[src/verilog/ocg_cfg.svh]
/*
  Offsets, field positions, reset values and counts of the on-chip
  oscillator control block. Assumes byte addresses on a 32-bit bus.
*/
`ifndef OCG_CFG_SVH
`define OCG_CFG_SVH

// ****************************************
// Register byte offsets
// ****************************************
`define OCG_ADDR_OSC_CTRL   5'h00
`define OCG_ADDR_TRIM_PROT  5'h04
`define OCG_ADDR_TRIM_DATA  5'h08
`define OCG_ADDR_CLK_SWITCH 5'h0C
`define OCG_ADDR_IRQ_STAT   5'h10
`define OCG_ADDR_IRQ_MASK   5'h14

// ****************************************
// Field positions
// ****************************************
`define OCG_OSC_STANDBY_BIT 7
`define OCG_OSC_FREQ_BIT    6
`define OCG_OSC_SUPPLY_BIT  5
`define OCG_OSC_DIV_HI_BIT  1
`define OCG_OSC_DIV_LO_BIT  0
`define OCG_PROT_WI_BIT     7
`define OCG_PROT_PWE_BIT    6
`define OCG_PROT_LOCK_BIT   5
`define OCG_PROT_TWE_BIT    4
`define OCG_CSW_REQ_BIT     4
`define OCG_CSW_STAT_BIT    0
`define OCG_IRQ_SWITCH_BIT  0

// ****************************************
// Reset values and counts
// ****************************************
`define OCG_OSC_CTRL_RST    5'h00
`define OCG_TRIM_DATA_RST   8'h00
`define OCG_PROT_RSVD_READ  4'hF
`define OCG_PRESC_STAGES    13
`define OCG_OSC_DIV_MAX     2'h3

`endif

[src/verilog/ocg_pkg.sv]
/*
  Types of the on-chip oscillator control block.
  Assumes nothing beyond the constants header.
*/
package ocg_pkg;

  // Oscillator control fields
  typedef struct packed {
    logic       standby;
    logic       freqSelect;
    logic       supplySelect;
    logic [1:0] divider;
  } ocg_osc_ctrl_s;

  // Bus answer sequencing
  typedef enum logic {
    BUS_IDLE,
    BUS_ANSWER
  } ocg_bus_e;

  // Register decode
  typedef enum logic [2:0] {
    SEL_OSC_CTRL,
    SEL_TRIM_PROT,
    SEL_TRIM_DATA,
    SEL_CLK_SWITCH,
    SEL_IRQ_STAT,
    SEL_IRQ_MASK,
    SEL_NONE
  } ocg_sel_e;

endpackage

[src/verilog/ocg_osc_div.sv]
/*
  Oscillator output divider: passes, halves or quarters the oscillator
  tick. Assumes the oscillator is modelled on mclk.
*/
`include "ocg_cfg.svh"

module ocg_osc_div (
  // Clock and reset
  input  wire logic       mclk,
  input  wire logic       rst_n,
  // Control
  input  wire logic       standby,
  input  wire logic [1:0] divider,
  // Divided oscillator tick
  output logic            oscTick
);

  logic [1:0] count;
  logic [1:0] lastDivider;

  // Restart on a ratio change so the new ratio applies at once
  always_ff @(posedge mclk) begin
    if (!rst_n) begin
      count       <= 2'h0;
      lastDivider <= 2'h0;
    end else begin
      lastDivider <= divider;
      if (divider != lastDivider || standby) begin
        count <= 2'h0;
      end else begin
        count <= count + 2'h1;
      end
    end
  end

  always_ff @(posedge mclk) begin
    if (!rst_n) begin
      oscTick <= 1'b0;
    end else if (standby) begin
      oscTick <= 1'b0;
    end else begin
      unique case (divider)
        2'h2:    oscTick <= ~count[0];
        2'h3:    oscTick <= (count == `OCG_OSC_DIV_MAX);
        default: oscTick <= 1'b1;
      endcase
    end
  end

endmodule // ocg_osc_div

[src/verilog/ocg_prescaler.sv]
/*
  Free-running system clock prescaler giving mclk/2 up to mclk/8192.
  Assumes a single clock and synchronous active-low reset.
*/
`include "ocg_cfg.svh"

module ocg_prescaler #(
  parameter int STAGES = `OCG_PRESC_STAGES
) (
  // Clock and reset
  input  wire logic              mclk,
  input  wire logic              rst_n,
  // Divided clocks, bit k is mclk/2^(k+1)
  output logic [STAGES-1:0]      divClk
);

  always_ff @(posedge mclk) begin
    if (!rst_n) begin
      divClk <= '0;
    end else begin
      divClk <= divClk + 1'b1;
    end
  end

endmodule // ocg_prescaler

[src/verilog/ocg_top.sv]
/*
  On-chip oscillator control, trimming write protection, clock source
  switch, interrupt and prescaler, with an Avalon-MM slave.
  Assumes one clock mclk, synchronous active-low reset, byte addresses.
*/
// The placing of the registers and register access over Avalon-MM are this design's own decisions.
// Functional notes
// - Prescaler gives mclk/2 up to mclk/8192 to peripherals.
// - Switch from external to internal clock raises an interrupt.
// - Reset runs from internal oscillator; external only on request.
// - Standby bit 7 puts oscillator in standby; resets to 0.
// - Bit 6 selects 8 MHz (0) or 10 MHz (1); resets 0.
// - Bit 5 selects bandgap (0) or core supply (1) reference.
// - Control bits 4 to 2 read as 0.
// - Divider 0X undivided, 10 by two, 11 by four, immediate.
// - Divider writes accepted only while clock status is 0.
// - Protect write accepted only with bit 7 zero; reads 1.
// - Protect enable bit 6 follows accepted writes; reset clears.
// - Bits 5 and 4 change only while protect enable is 1.
// - Lockdown bit 5 sets on enabled write, cleared only by reset.
// - Lockdown blocks every trimming data write.
// - Trim enable bit 4 follows enabled writes; reset clears.
// - Trimming data writable only with lockdown 0, trim enable 1.
// - Protect bits 3 to 0 read as 1.
`include "ocg_cfg.svh"

module ocg_top (
  // Clock and reset
  input  wire logic                  mclk,
  input  wire logic                  rst_n,
  // Avalon-MM slave
  input  wire logic [4:0]            avsAddress,
  input  wire logic                  avsRead,
  input  wire logic                  avsWrite,
  input  wire logic [31:0]           avsWritedata,
  input  wire logic [3:0]            avsByteenable,
  output logic [31:0]                avsReaddata,
  output logic                       avsWaitrequest,
  // Oscillator controls
  output ocg_pkg::ocg_osc_ctrl_s     oscCtrl,
  output logic [7:0]                 trimData,
  output logic                       oscTick,
  // Clock source
  output logic                       extClockSelect,
  // Prescaler
  output logic [`OCG_PRESC_STAGES-1:0] divClk,
  // Interrupt
  output logic                       irq
);
  import ocg_pkg::*;

  // ****************************************
  // Decode
  // ****************************************
  function automatic ocg_sel_e regSel(input logic [4:0] addr);
    unique case (addr)
      `OCG_ADDR_OSC_CTRL:   regSel = SEL_OSC_CTRL;
      `OCG_ADDR_TRIM_PROT:  regSel = SEL_TRIM_PROT;
      `OCG_ADDR_TRIM_DATA:  regSel = SEL_TRIM_DATA;
      `OCG_ADDR_CLK_SWITCH: regSel = SEL_CLK_SWITCH;
      `OCG_ADDR_IRQ_STAT:   regSel = SEL_IRQ_STAT;
      `OCG_ADDR_IRQ_MASK:   regSel = SEL_IRQ_MASK;
      default:              regSel = SEL_NONE;
    endcase
  endfunction

  ocg_bus_e   busState;
  logic       protEnable;
  logic       trimLock;
  logic       trimEnable;
  logic       clockSource;
  logic [0:0] irqStatus;
  logic [0:0] irqMask;
  logic [0:0] switchEvent;
  logic       commit;
  logic       doWrite;
  logic       doRead;
  logic [7:0] wByte;
  ocg_sel_e   sel;
  logic [31:0] next_readdata;

  assign sel     = regSel(avsAddress);
  assign commit  = (busState == BUS_ANSWER);
  assign doWrite = commit && avsWrite && avsByteenable[0];
  assign doRead  = commit && avsRead;
  assign wByte   = avsWritedata[7:0];

  // ****************************************
  // Bus answer
  // ****************************************
  // Fixed two-cycle answer keeps read data stable for the master
  always_ff @(posedge mclk) begin
    if (!rst_n) begin
      busState       <= BUS_IDLE;
      avsWaitrequest <= 1'b1;
    end else begin
      unique case (busState)
        BUS_IDLE: begin
          if (avsRead || avsWrite) begin
            busState       <= BUS_ANSWER;
            avsWaitrequest <= 1'b0;
          end
        end
        BUS_ANSWER: begin
          busState       <= BUS_IDLE;
          avsWaitrequest <= 1'b1;
        end
      endcase
    end
  end

  always_comb begin
    next_readdata = 32'h0000_0000;
    unique case (sel)
      SEL_OSC_CTRL: begin
        next_readdata[`OCG_OSC_STANDBY_BIT] = oscCtrl.standby;
        next_readdata[`OCG_OSC_FREQ_BIT]    = oscCtrl.freqSelect;
        next_readdata[`OCG_OSC_SUPPLY_BIT]  = oscCtrl.supplySelect;
        next_readdata[`OCG_OSC_DIV_HI_BIT]  = oscCtrl.divider[1];
        next_readdata[`OCG_OSC_DIV_LO_BIT]  = oscCtrl.divider[0];
      end
      SEL_TRIM_PROT: begin
        // inhibit reads 1, so bitwise update fails
        next_readdata[`OCG_PROT_WI_BIT]   = 1'b1;
        next_readdata[`OCG_PROT_PWE_BIT]  = protEnable;
        next_readdata[`OCG_PROT_LOCK_BIT] = trimLock;
        next_readdata[`OCG_PROT_TWE_BIT]  = trimEnable;
        next_readdata[3:0] = `OCG_PROT_RSVD_READ;
      end
      SEL_TRIM_DATA: begin
        next_readdata[7:0] = {trimData[7:2], 2'h0};
      end
      SEL_CLK_SWITCH: begin
        next_readdata[`OCG_CSW_REQ_BIT]  = extClockSelect;
        next_readdata[`OCG_CSW_STAT_BIT] = clockSource;
      end
      SEL_IRQ_STAT: next_readdata[0:0] = irqStatus;
      SEL_IRQ_MASK: next_readdata[0:0] = irqMask;
      SEL_NONE:     next_readdata = 32'h0000_0000;
    endcase
  end

  always_ff @(posedge mclk) begin
    if (!rst_n) begin
      avsReaddata <= 32'h0000_0000;
    end else if (busState == BUS_IDLE && avsRead) begin
      avsReaddata <= next_readdata;
    end
  end

  // ****************************************
  // Oscillator control
  // ****************************************
  always_ff @(posedge mclk) begin
    if (!rst_n) begin
      oscCtrl <= `OCG_OSC_CTRL_RST;
    end else if (doWrite && sel == SEL_OSC_CTRL) begin
      oscCtrl.standby      <= wByte[`OCG_OSC_STANDBY_BIT];
      oscCtrl.freqSelect   <= wByte[`OCG_OSC_FREQ_BIT];
      oscCtrl.supplySelect <= wByte[`OCG_OSC_SUPPLY_BIT];
      if (!clockSource) begin
        oscCtrl.divider <= {wByte[`OCG_OSC_DIV_HI_BIT], wByte[`OCG_OSC_DIV_LO_BIT]};
      end
    end
  end

  ocg_osc_div u_osc_div (
    .mclk    (mclk),
    .rst_n   (rst_n),
    .standby (oscCtrl.standby),
    .divider (oscCtrl.divider),
    .oscTick (oscTick)
  );

  // ****************************************
  // Trimming protection
  // ****************************************
  always_ff @(posedge mclk) begin
    if (!rst_n) begin
      protEnable <= 1'b0;
      trimLock   <= 1'b0;
      trimEnable <= 1'b0;
    end else if (doWrite && sel == SEL_TRIM_PROT && !wByte[`OCG_PROT_WI_BIT]) begin
      protEnable <= wByte[`OCG_PROT_PWE_BIT];
      if (protEnable) begin
        trimLock   <= trimLock | wByte[`OCG_PROT_LOCK_BIT];
        trimEnable <= wByte[`OCG_PROT_TWE_BIT];
      end
    end
  end

  always_ff @(posedge mclk) begin
    if (!rst_n) begin
      trimData <= `OCG_TRIM_DATA_RST;
    end else if (doWrite && sel == SEL_TRIM_DATA && trimEnable && !trimLock) begin
      trimData <= {wByte[7:2], 2'h0};
    end
  end

  // ****************************************
  // Clock source switch
  // ****************************************
  always_ff @(posedge mclk) begin
    if (!rst_n) begin
      extClockSelect <= 1'b0;
      clockSource    <= 1'b0;
    end else begin
      if (doWrite && sel == SEL_CLK_SWITCH) begin
        extClockSelect <= wByte[`OCG_CSW_REQ_BIT];
      end
      clockSource <= extClockSelect;
    end
  end

  // ****************************************
  // Interrupt
  // ****************************************
  assign switchEvent[`OCG_IRQ_SWITCH_BIT] = clockSource && !extClockSelect;

  // sticky switch event, set beats read clear
  always_ff @(posedge mclk) begin
    if (!rst_n) begin
      irqStatus <= '0;
    end else if (doRead && sel == SEL_IRQ_STAT) begin
      irqStatus <= (irqStatus & ~avsReaddata[0:0]) | switchEvent;
    end else begin
      irqStatus <= irqStatus | switchEvent;
    end
  end

  always_ff @(posedge mclk) begin
    if (!rst_n) begin
      irqMask <= '0;
    end else if (doWrite && sel == SEL_IRQ_MASK) begin
      irqMask <= wByte[0:0];
    end
  end

  always_ff @(posedge mclk) begin
    if (!rst_n) begin
      irq <= 1'b0;
    end else begin
      irq <= |(irqStatus & irqMask);
    end
  end

  // ****************************************
  // Prescaler
  // ****************************************
  // peripheral divided clocks
  ocg_prescaler #(
    .STAGES (`OCG_PRESC_STAGES)
  ) u_prescaler (
    .mclk   (mclk),
    .rst_n  (rst_n),
    .divClk (divClk)
  );

  logic protWrite;
  assign protWrite = doWrite && sel == SEL_TRIM_PROT;
endmodule // ocg_top
[config.mk]
export PLATFORM = sky130hd
export DESIGN_NAME = ocg_top
export DESIGN_NICKNAME = d
export VERILOG_FILES = /design/src/verilog/ocg_pkg.sv /design/src/verilog/ocg_osc_div.sv /design/src/verilog/ocg_prescaler.sv /design/src/verilog/ocg_top.sv
export VERILOG_INCLUDE_DIRS = /design/src /design/src/verilog
export SDC_FILE = /design/constraint.sdc
export NUM_CORES = 1
export LEC_CHECK = 0
export BUFFER_PORTS_ARGS = -buffer_cell sky130_fd_sc_hd__buf_4
export CAP_MARGIN = 20
export CORE_AREA = 2 2 90 92
export DETAILED_ROUTE_END_ITERATION = 7
export DIE_AREA = 0 0 92 94
export PLACE_DENSITY = 0.64
export REMOVE_ABC_BUFFERS = 1
export SETUP_SLACK_MARGIN = 0.4
export SYNTH_ARGS = -nofsm -noshare
export SYNTH_HDL_FRONTEND = slang
export SYNTH_HIERARCHICAL = 1
export SYNTH_SLANG_ARGS = --single-unit
[constraint.sdc]
create_clock -name mclk -period 1.4 [get_ports mclk]
set_input_delay 0.21 -clock mclk [delete_from_list [all_inputs] [get_ports mclk]]
set_output_delay 0.21 -clock mclk [all_outputs]
set_load 0.03 [all_outputs]
==> results of run 1 <==
[cell type report]
cell class / count / area (um^2)
Clock buffer: 6 / 82.6
Sequential cell: 47 / 1010
Fill cell: 713 / 4040
Clock inverter: 2 / 16.3
Timing Repair Buffer: 93 / 911
Tap cell: 102 / 128
Multi-Input combinational cell: 189 / 1390
Inverter: 7 / 26.3
[per-stage QoR]
step	total power [mW]	util	cell area (um^2)	hold slack (ns)
4_1_cts	2.66	0.447	3400	0.136
3_5_place_dp	1.75	0.372	2830	0.460
3_3_place_gp	1.75	0.372	2830	0.451
5_1_grt	2.77	0.469	3570	0.148
2_1_floorplan	1.60	-	2150	0.326
6_report	2.65	0.469	3570	0.145
[timing repair]
action,in CTS,in global routing
buffers inserted,14,5
pin swaps,17,16
setup endpoints to repair,67,69
gates cloned,1,0
hold buffers,0,0
resized for setup,106,33
[per-layer routing]
metal / wire length (um) / GRT usage
met5: 0 / 0
met4: 103 / 0.0435
met3: 323 / 0.0337
met2: 2850 / 0.222
met1: 2560 / 0.167
[cells by family (layout without fill, tap and decap cells)]
kind of cell,after synthesis,after routing,share of synthesized area
mux,14,14,0.0628
flops,47,47,0.407
buf+inv,41,108,0.119
xor+xnor,5,5,0.0190
other cells,1,26,0.00162
simple gates,103,103,0.265
fa+ha+maj,2,2,0.0108
compound gates,39,39,0.114
[power by group]
group	internal, mW	total [mW]	switching (mW)
registers	1.34	1.36	0.0187
logic	0.158	0.424	0.266
clock network	0.404	0.871	0.467
total	1.90	2.65	0.752
[placed cells by master (no fill, tap or decap), drive strengths merged, types with 3 or more instances in the layout]
cell,instances
nand4,6
mux2i,13
a32o,3
o21ai,16
and2,8
or3,3
nand3,14
inv,6
nor4,5
a21oi,9
nor2b,5
conb,26
buf,93
nor2,12
dfxtp,47
nand2,32
nand2b,6
clkbuf,6
xor2,4
[worst max-delay path: cells and delay by family, from the launching register on]
kind,cells,cell delay [ns]
flops,1,0.36
buf+inv,2,0.34
compound gates,2,0.33
simple gates,1,0.20
fa+ha+maj,1,0.13
[final timing paths]
| check | startpoint | end | slack (ns) | cells past startpoint |
|---|---|---|---|---|
| max | u_prescaler/divClk[1] | u_prescaler/divClk[8] | -0.07 | 6 |
| min | avsWritedata[3] | trimData[3] | 0.14 | 3 |
| max reg2reg | u_prescaler/divClk[1] | u_prescaler/divClk[8] | -0.07 | 6 |
| min reg2reg | irqStatus | irq | 0.46 | 2 |
[state kept, by name, summed over array words and instances, names as in the netlist]
signal / flops
trimEnable: 1
u_osc_div/oscTick: 1
trimData: 6
irq: 1
u_osc_div/lastDivider: 2
oscCtrl: 5
avsReaddata: 8
avsWaitrequest: 1
u_osc_div/count: 2
irqMask: 1
busState: 1
trimLock: 1
irqStatus: 1
clockSource: 1
extClockSelect: 1
protEnable: 1
u_prescaler/divClk: 13
==> results_dict.tcl, run 1 <==
set metrics [dict create \
    dp.cells 418 \
    max_cap_viol_count 0 \
    antenna_cells 0 \
    synth_top_cells_by_area "dfxtp_1 41%, buf_4 8.5%, mux2i_1 5.6%" \
    synth-edff-count 0 \
    num_rows 32 \
    initial_utilization 0.304 \
    syn_avg_cell_area_um2 9.17 \
    routed_wl_um 5840 \
    ys_seq_elements 47 \
    synthArstFlopShare 0 \
    port_buffers 53 \
    rsz0062_at_grt "yes" \
    violations "setup timing" \
    fin_nets 390 \
    vias 2003 \
    grt_pass1_wl_um 9210 \
    power_density_nw_per_um2 744 \
    ios 107 \
    cts-root-buf "clkbuf_8" \
    post-place-ws_ns -0.00416 \
    path_clk_slew_ns 0.10 \
    drt_iter0_markers 50 \
    cts_num_sinks 47 \
    drive_above_1_share 0.549 \
    post-route-min-period_ns 1.47 \
    synthesis.area_um2 2310 \
    worst_setup_path_start_kind "register" \
    synthToLayoutAreaGrowth_pct 54.6 \
    status "finished with violations" \
    setup_slack_ns -0.0699 \
    cp.arrival_ns 1.67 \
    slowest_stage "dfxtp_2" \
    fin_setup_tns_ns -0.0709 \
    overflow 0 \
    core_um2 7610 \
    cp_cell_sequence "ha_4 > nand4_1 > buf_4 > buf_4 > o21ai_0 > a21oi_2" \
    antenna_found_initial 0 \
    final-hold-violation-count 0 \
    cts_buffer_depth 2 \
    synthDominantCellAreaShare 0.407 \
    grt_max_degree 26 \
    final_antenna_net_count 0 \
    clock.fmax_ghz 0.680 \
    worstSetupEndpointType "register" \
    wl_per_cell_um 13.1 \
    tritoncts "yes" \
    required_ns 1.60 \
    fp.dieArea_um2 8650 \
    first_pass_iters 4 \
    vias_per_cell 4.49 \
    clock_latency_ns 0.30 \
    ys_types 54 \
    path_common_cell "buf_4" \
    stdcell_count 446 \
    yosys_warnings 6 \
    slew_violations 0 \
    setup_viol 2 \
    synthTopCellsByCount "47 x dfxtp_1, 32 x nand2_1, 26 x buf_4" \
    power.leakage_nw 1.53 \
    fin_skew_ns 0.0115 \
    grt_pass1_vias 1972 \
    path_max_fanout 5 \
    ir_drop_mv 0.451 \
    cts_buffers 5 \
    place.gp.congestion 0.808 \
    track_usage 0.133 \
    drc 0 \
    ys_seq_area_frac 0.407 \
    hold_class "in2reg" \
    h-tree-depth 2 \
    yosysTopAreaCell "dfxtp_1" \
    synth.most_common_cell "dfxtp_1" \
    fin_crit_sh 1.05 \
    die_x_um 92 \
    worstSetupPathType "reg2reg" \
    max_stage_delay_ns 0.36 \
    place_hpwl_um 3890 \
    chipHeight_um 94 \
    synth_ff_type "dfxtp_1" \
    syn_inst 252 \
]
Note: power is estimated with default switching activity, not from simulation.
==> inputs of run 2 (changes only) <==
--- a/config.mk
+++ b/config.mk
@@ -8,10 +8,10 @@
 export LEC_CHECK = 0
 export BUFFER_PORTS_ARGS = -buffer_cell sky130_fd_sc_hd__buf_4
 export CAP_MARGIN = 20
-export CORE_AREA = 2 2 90 92
+export CORE_AREA = 2 2 85 87
 export DETAILED_ROUTE_END_ITERATION = 7
-export DIE_AREA = 0 0 92 94
-export PLACE_DENSITY = 0.64
+export DIE_AREA = 0 0 87 89
+export PLACE_DENSITY = 0.7
 export REMOVE_ABC_BUFFERS = 1
 export SETUP_SLACK_MARGIN = 0.4
 export SYNTH_ARGS = -nofsm -noshare
==> constraint.sdc (replaced) <==
create_clock -name mclk -period 1.23 [get_ports mclk]
set_input_delay 0.1845 -clock mclk [delete_from_list [all_inputs] [get_ports mclk]]
set_output_delay 0.1845 -clock mclk [all_outputs]
set_load 0.03 [all_outputs]
==> run 2 against run 1 <==
  * The run still ends with setup timing left
  * Critical path type unchanged
  * Utilization is 6.1 points higher
  * Largest power group unchanged
  * First-iteration DRC count increased by 54%
  * Cell area shrank 0.11%
  * Via count is 5.3% higher
  * Hold slack got worse by 0.017 ns
  * Clock-buffer cell count stayed put
  * Sequential power is 15% higher
  * Worst setup slack worse by 0.017 ns
  * Clock power grew 0.5%
  * Register-to-register slack worse by 0.02 ns
  * Highest routed layer unchanged
==> results_dict.tcl, run 2 (synthesized netlist as in run 1, its figures left out) <==
set metrics [dict create \
    place.gp.congestion 0.849 \
    final_antenna_net_count 0 \
    antenna_cells 0 \
    largest_register_ffs 13 \
    met2_usage 0.291 \
    r2r_cells 3 \
    cts_hold_buf 0 \
    grt_max_degree 19 \
    clock.fmax_ghz 0.759 \
    cp.arrival_ns 1.54 \
    setup_viol 7 \
    ir_drop_mv 0.398 \
    cts-root-buf "clkbuf_8" \
    cts_num_sinks 47 \
    power_density_nw_per_um2 830 \
    worstSetupPathType "reg2reg" \
    ios 107 \
    fin_skew_ns 0.00211 \
    final_cell_mix "55 x buf_6, 46 x buf_4, 29 x dfxtp_2" \
    num_rows 30 \
    overflow 0 \
    rsz0062_at_grt "yes" \
    place_hpwl_um 4010 \
    synthToLayoutAreaGrowth_pct 54.4 \
    vias 2109 \
    worst_setup_path_start_kind "register" \
    fin_nets 400 \
    antenna_found_initial 0 \
    path_max_fanout 7 \
    design_area_um2 3570 \
    whs_path_depth 3 \
    port_buffers 53 \
    post-route-min-period_ns 1.32 \
    drt_iter0_markers 77 \
    h-tree-depth 2 \
    fp.dieArea_um2 7740 \
    path_clk_slew_ns 0.08 \
    grt_pass1_wl_um 9600 \
    status "finished with violations" \
    final_common_cell "buf_6" \
    hold_class "in2reg" \
    drc 0 \
    die_x_um 87 \
    clock_latency_ns 0.30 \
    cts_buffer_depth 2 \
    first_pass_iters 6 \
    final_util 0.531 \
    slew_violations 0 \
    track_usage 0.157 \
    top_register "u_prescaler/divClk" \
    power.leakage_nw 1.57 \
    place_area_um2 2850 \
    core_um2 6720 \
    tritoncts "yes" \
    use_met3 0.0295 \
    max_cap_viol_count 0 \
    worstSetupEndpointType "register" \
    vias_per_cell 4.88 \
    setup_slack_ns -0.0868 \
    met1_usage 0.181 \
    grt_busiest_layer "met2" \
    wl_per_cell_um 14.2 \
    chipHeight_um 89 \
    reg_top3 "u_prescaler/divClk x13, avsReaddata x8, trimData x6" \
    initial_utilization 0.344 \
    drive_above_1_share 0.545 \
    routed_wl_um 6130 \
    cts_buffers 5 \
    grt_pass1_vias 2047 \
    violations "setup timing" \
    required_ns 1.45 \
    final-hold-violation-count 0 \
    fin_crit_sh 1.07 \
]
[run 2: changes by cell type in the layout (fill, tap and decap cells not counted), moves of 2 or more]
| cell | previous run | this run |
|---|---|---|
| buf_6 | 46 | 55 |
| dfxtp_2 | 26 | 29 |
| dfxtp_4 | 11 | 8 |
| buf_4 | 44 | 46 |
| nand3_4 | 4 | 2 |
| o21ai_1 | 2 | 4 |
[run 2: path summary, 6_finish.rpt]
kind	from	end	slack, ns
max	u_prescaler/divClk[2]	u_prescaler/divClk[7]	-0.09
min	avsWritedata[2]	trimData[2]	0.13
max reg2reg	u_prescaler/divClk[2]	u_prescaler/divClk[7]	-0.09
min reg2reg	u_osc_div/count[0]	u_osc_div/count[0]	0.44
[run 2: final cells by class]
cell class / count / area (um^2)
multi-input combinational: 189 / 1350
timing repair buffer: 103 / 1010
fill: 588 / 3150
inverter: 7 / 26.3
tap: 80 / 100
clock buffer: 6 / 72.6
sequential: 47 / 1010
[run 2: metal layers]
layer / wire length, um / vias to the layer above
li1: - / 1030
met1: 2440 / 995
met2: 3270 / 76
met3: 326 / 8
met4: 90 / 0
met5: 0 / -
[run 2: power breakdown]
group / total (mW) / internal, mW / switching [mW]
Clock: 0.875 / 0.380 / 0.495
Combinational: 0.529 / 0.217 / 0.312
Sequential: 1.56 / 1.53 / 0.0224
[run 2: what timing repair did]
item | in CTS | in global routing
resized for setup | 117 | 20
setup buffers | 15 | 9
gates cloned | 1 | 0
setup endpoints to repair | 76 | 77
pin swaps | 31 | 17
[run 2: metrics by stage]
step,hold WS (ns),setup slack [ns],power [mW],setup TNS (ns),std cells
CTS,0.122,-0.0822,2.93,-0.280,423
global placement,0.430,-0.0939,2.00,-0.162,401
detailed placement,0.436,-0.108,2.01,-0.241,401
finish,0.128,-0.0868,2.96,-0.346,432
floorplan,0.300,-0.377,1.83,-2.44,243
global route,0.133,-0.177,3.09,-0.861,432
[run 2: worst max-delay path: stages (launching register included)]
cell and delay [ns]:
dfxtp_2 0.37, nand3_1 0.22, or4_1 0.52, a21oi_1 0.14
==> inputs of run 3 (changes only) <==
--- a/config.mk
+++ b/config.mk
@@ -11,7 +11,8 @@
 export CORE_AREA = 2 2 85 87
 export DETAILED_ROUTE_END_ITERATION = 7
 export DIE_AREA = 0 0 87 89
-export PLACE_DENSITY = 0.7
+export PLACE_DENSITY = 0.67
+export RECOVER_POWER = 25
 export REMOVE_ABC_BUFFERS = 1
 export SETUP_SLACK_MARGIN = 0.4
 export SYNTH_ARGS = -nofsm -noshare
==> constraint.sdc (replaced) <==
create_clock -name mclk -period 1.3 [get_ports mclk]
set_input_delay 0.195 -clock mclk [delete_from_list [all_inputs] [get_ports mclk]]
set_output_delay 0.195 -clock mclk [all_outputs]
set_load 0.03 [all_outputs]
==> run 3 against run 2 <==
  * The run still ends with setup timing left
  * Sequential share of layout area is 0.14 points lower
  * Worst setup slack improved by 0.032 ns
  * Sequential cell count is the same
  * Critical endpoint unchanged
  * Highest routed layer unchanged
  * Clock power grew 2%
  * Critical path type unchanged
  * Largest power group unchanged
  * Register-to-register slack better by 0.03 ns
==> results_dict.tcl, run 3 (synthesized netlist as in run 1, its figures left out) <==
set metrics [dict create \
    rsz0062_at_grt "yes" \
    cp.arrival_ns 1.58 \
    tritoncts "yes" \
    worst_setup_path_start_kind "register" \
    antenna_found_initial 0 \
    synthToLayoutAreaGrowth_pct 54.6 \
    track_usage 0.151 \
    chipHeight_um 89 \
    cts_buffer_depth 2 \
    grt_max_degree 26 \
    grt_pass1_wl_um 8940 \
    wl_per_cell_um 13.6 \
    largest_register_ffs 13 \
    violations "setup timing" \
    die_x_um 87 \
    slew_violations 0 \
    rr_endpoint "u_prescaler/divClk[7]" \
    cts-root-buf "clkbuf_8" \
    crit_end "u_prescaler/divClk[7]" \
    fin_crit_sh 1.04 \
    rrSetupSlack_ns -0.05 \
    fp.dieArea_um2 7740 \
    clock_latency_ns 0.30 \
    crit_start "u_prescaler/divClk[0]" \
    num_rows 30 \
    cts_buffers 5 \
    initial_utilization 0.344 \
    port_buffers 53 \
    top_register "u_prescaler/divClk" \
    dp.cells 397 \
    path_max_fanout 7 \
    fin_skew_ns 0.00865 \
    hold_ws_ns 0.131 \
    final-hold-violation-count 0 \
    power.leakage_nw 1.57 \
    required_ns 1.53 \
    drc 0 \
    cts_num_sinks 47 \
    power_density_nw_per_um2 794 \
    reg_top3 "u_prescaler/divClk x13, avsReaddata x8, trimData x6" \
    final_antenna_net_count 0 \
    grt_pass1_vias 1892 \
    clock.fmax_ghz 0.738 \
    place_hpwl_um 3810 \
    drive_above_1_share 0.555 \
    fill_cells 602 \
    core_um2 6720 \
    vias 2050 \
    h-tree-depth 2 \
    setup_viol 4 \
    routed_wl_um 5810 \
    ir_drop_mv 0.351 \
    worstSetupEndpointType "register" \
    hold_class "in2reg" \
    setup_slack_ns -0.0547 \
    worstSetupPathType "reg2reg" \
    status "finished with violations" \
    post-route-min-period_ns 1.35 \
    stdcell_count 428 \
    post-place-ws_ns -0.0840 \
    first_pass_iters 4 \
    drt_iter0_markers 62 \
    overflow 0 \
    path_clk_slew_ns 0.09 \
    r2r-start "u_prescaler/divClk[0]" \
    max_cap_viol_count 0 \
    ios 107 \
    fin_nets 395 \
    r2r_cells 5 \
    place.gp.congestion 0.787 \
    final_common_cell "buf_6" \
    final_cell_mix "52 x buf_6, 44 x buf_4, 32 x dfxtp_2" \
    antenna_cells 0 \
    final_util 0.531 \
    vias_per_cell 4.79 \
]
-- run 3: changes by cell type in the layout (fill, tap and decap cells not counted), moves of 2 or more --
| cell | delta |
|---|---|
| buf_6 | -3 |
| buf_4 | -2 |
| dfxtp_4 | -2 |
| dfxtp_2 | +3 |
| nand2_4 | +2 |
| nand2_2 | -3 |
| o21ai_1 | -2 |
-- run 3: cell type report --
| type | count | area [um^2] | area share |
|---|---|---|---|
| clock inverters | 1 | 5.00 | 0.00140 |
| repair buffers | 98 | 963 | 0.270 |
| flip-flops and latches | 47 | 1000 | 0.281 |
| inverters | 7 | 26.3 | 0.00736 |
| multi-input cells | 189 | 1390 | 0.389 |
| well taps | 80 | 100 | 0.0280 |
| clock buffers | 6 | 82.6 | 0.0231 |
-- run 3: how the worst min path moves through the flow --
stage                    startpoint          end  slack, ns  cells after the start
floorplan                     rst_n  clockSource       0.31                      2
global placement    avsWritedata[3]  trimData[3]       0.44                      3
detailed placement  avsWritedata[3]  trimData[3]       0.44                      3
CTS                 avsWritedata[3]  trimData[3]       0.12                      3
global route        avsWritedata[1]   oscCtrl[1]       0.13                      3
finish              avsWritedata[3]  trimData[3]       0.13                      3
-- run 3: where the power goes --
part | switching, mW | leakage (nW) | internal (mW) | total (mW)
Clock | 0.474 | 0.0470 | 0.418 | 0.892
Combinational | 0.290 | 1.13 | 0.180 | 0.470
Sequential | 0.0190 | 0.400 | 1.45 | 1.47
Total | 0.783 | 1.57 | 2.05 | 2.83
-- run 3: worst max-delay path: stages, from the launching register on --
cell	delay (ns)
dfxtp_2	0.36
buf_4	0.12
buf_6	0.10
nand2_4	0.07
or4_4	0.50
a21oi_1	0.13
-- run 3: what timing repair did --
item                                   CTS  global route
gates cloned                             1             0
hold buffers                             0             0
endpoints found under the hold margin    0             0
pin swaps                               29            14
resized for setup                      109            29
setup buffers                           10            13
setup endpoints to repair               73            75
-- run 3: routing by layer --
layer  GRT usage  part of all wire
met2       0.257              0.49
met1       0.182              0.44
met5           0                 0
met3      0.0434             0.062
met4      0.0511            0.0095
-- run 3: metrics by stage --
stage,instance area (um^2),power [mW],TNS (ns)
2_1_floorplan,2150,1.73,-1.54
3_3_place_gp,2820,1.89,-0.0460
3_5_place_dp,2820,1.89,-0.128
4_1_cts,3340,2.82,-0.0538
5_1_grt,3570,2.96,-0.472
6_report,3570,2.83,-0.102
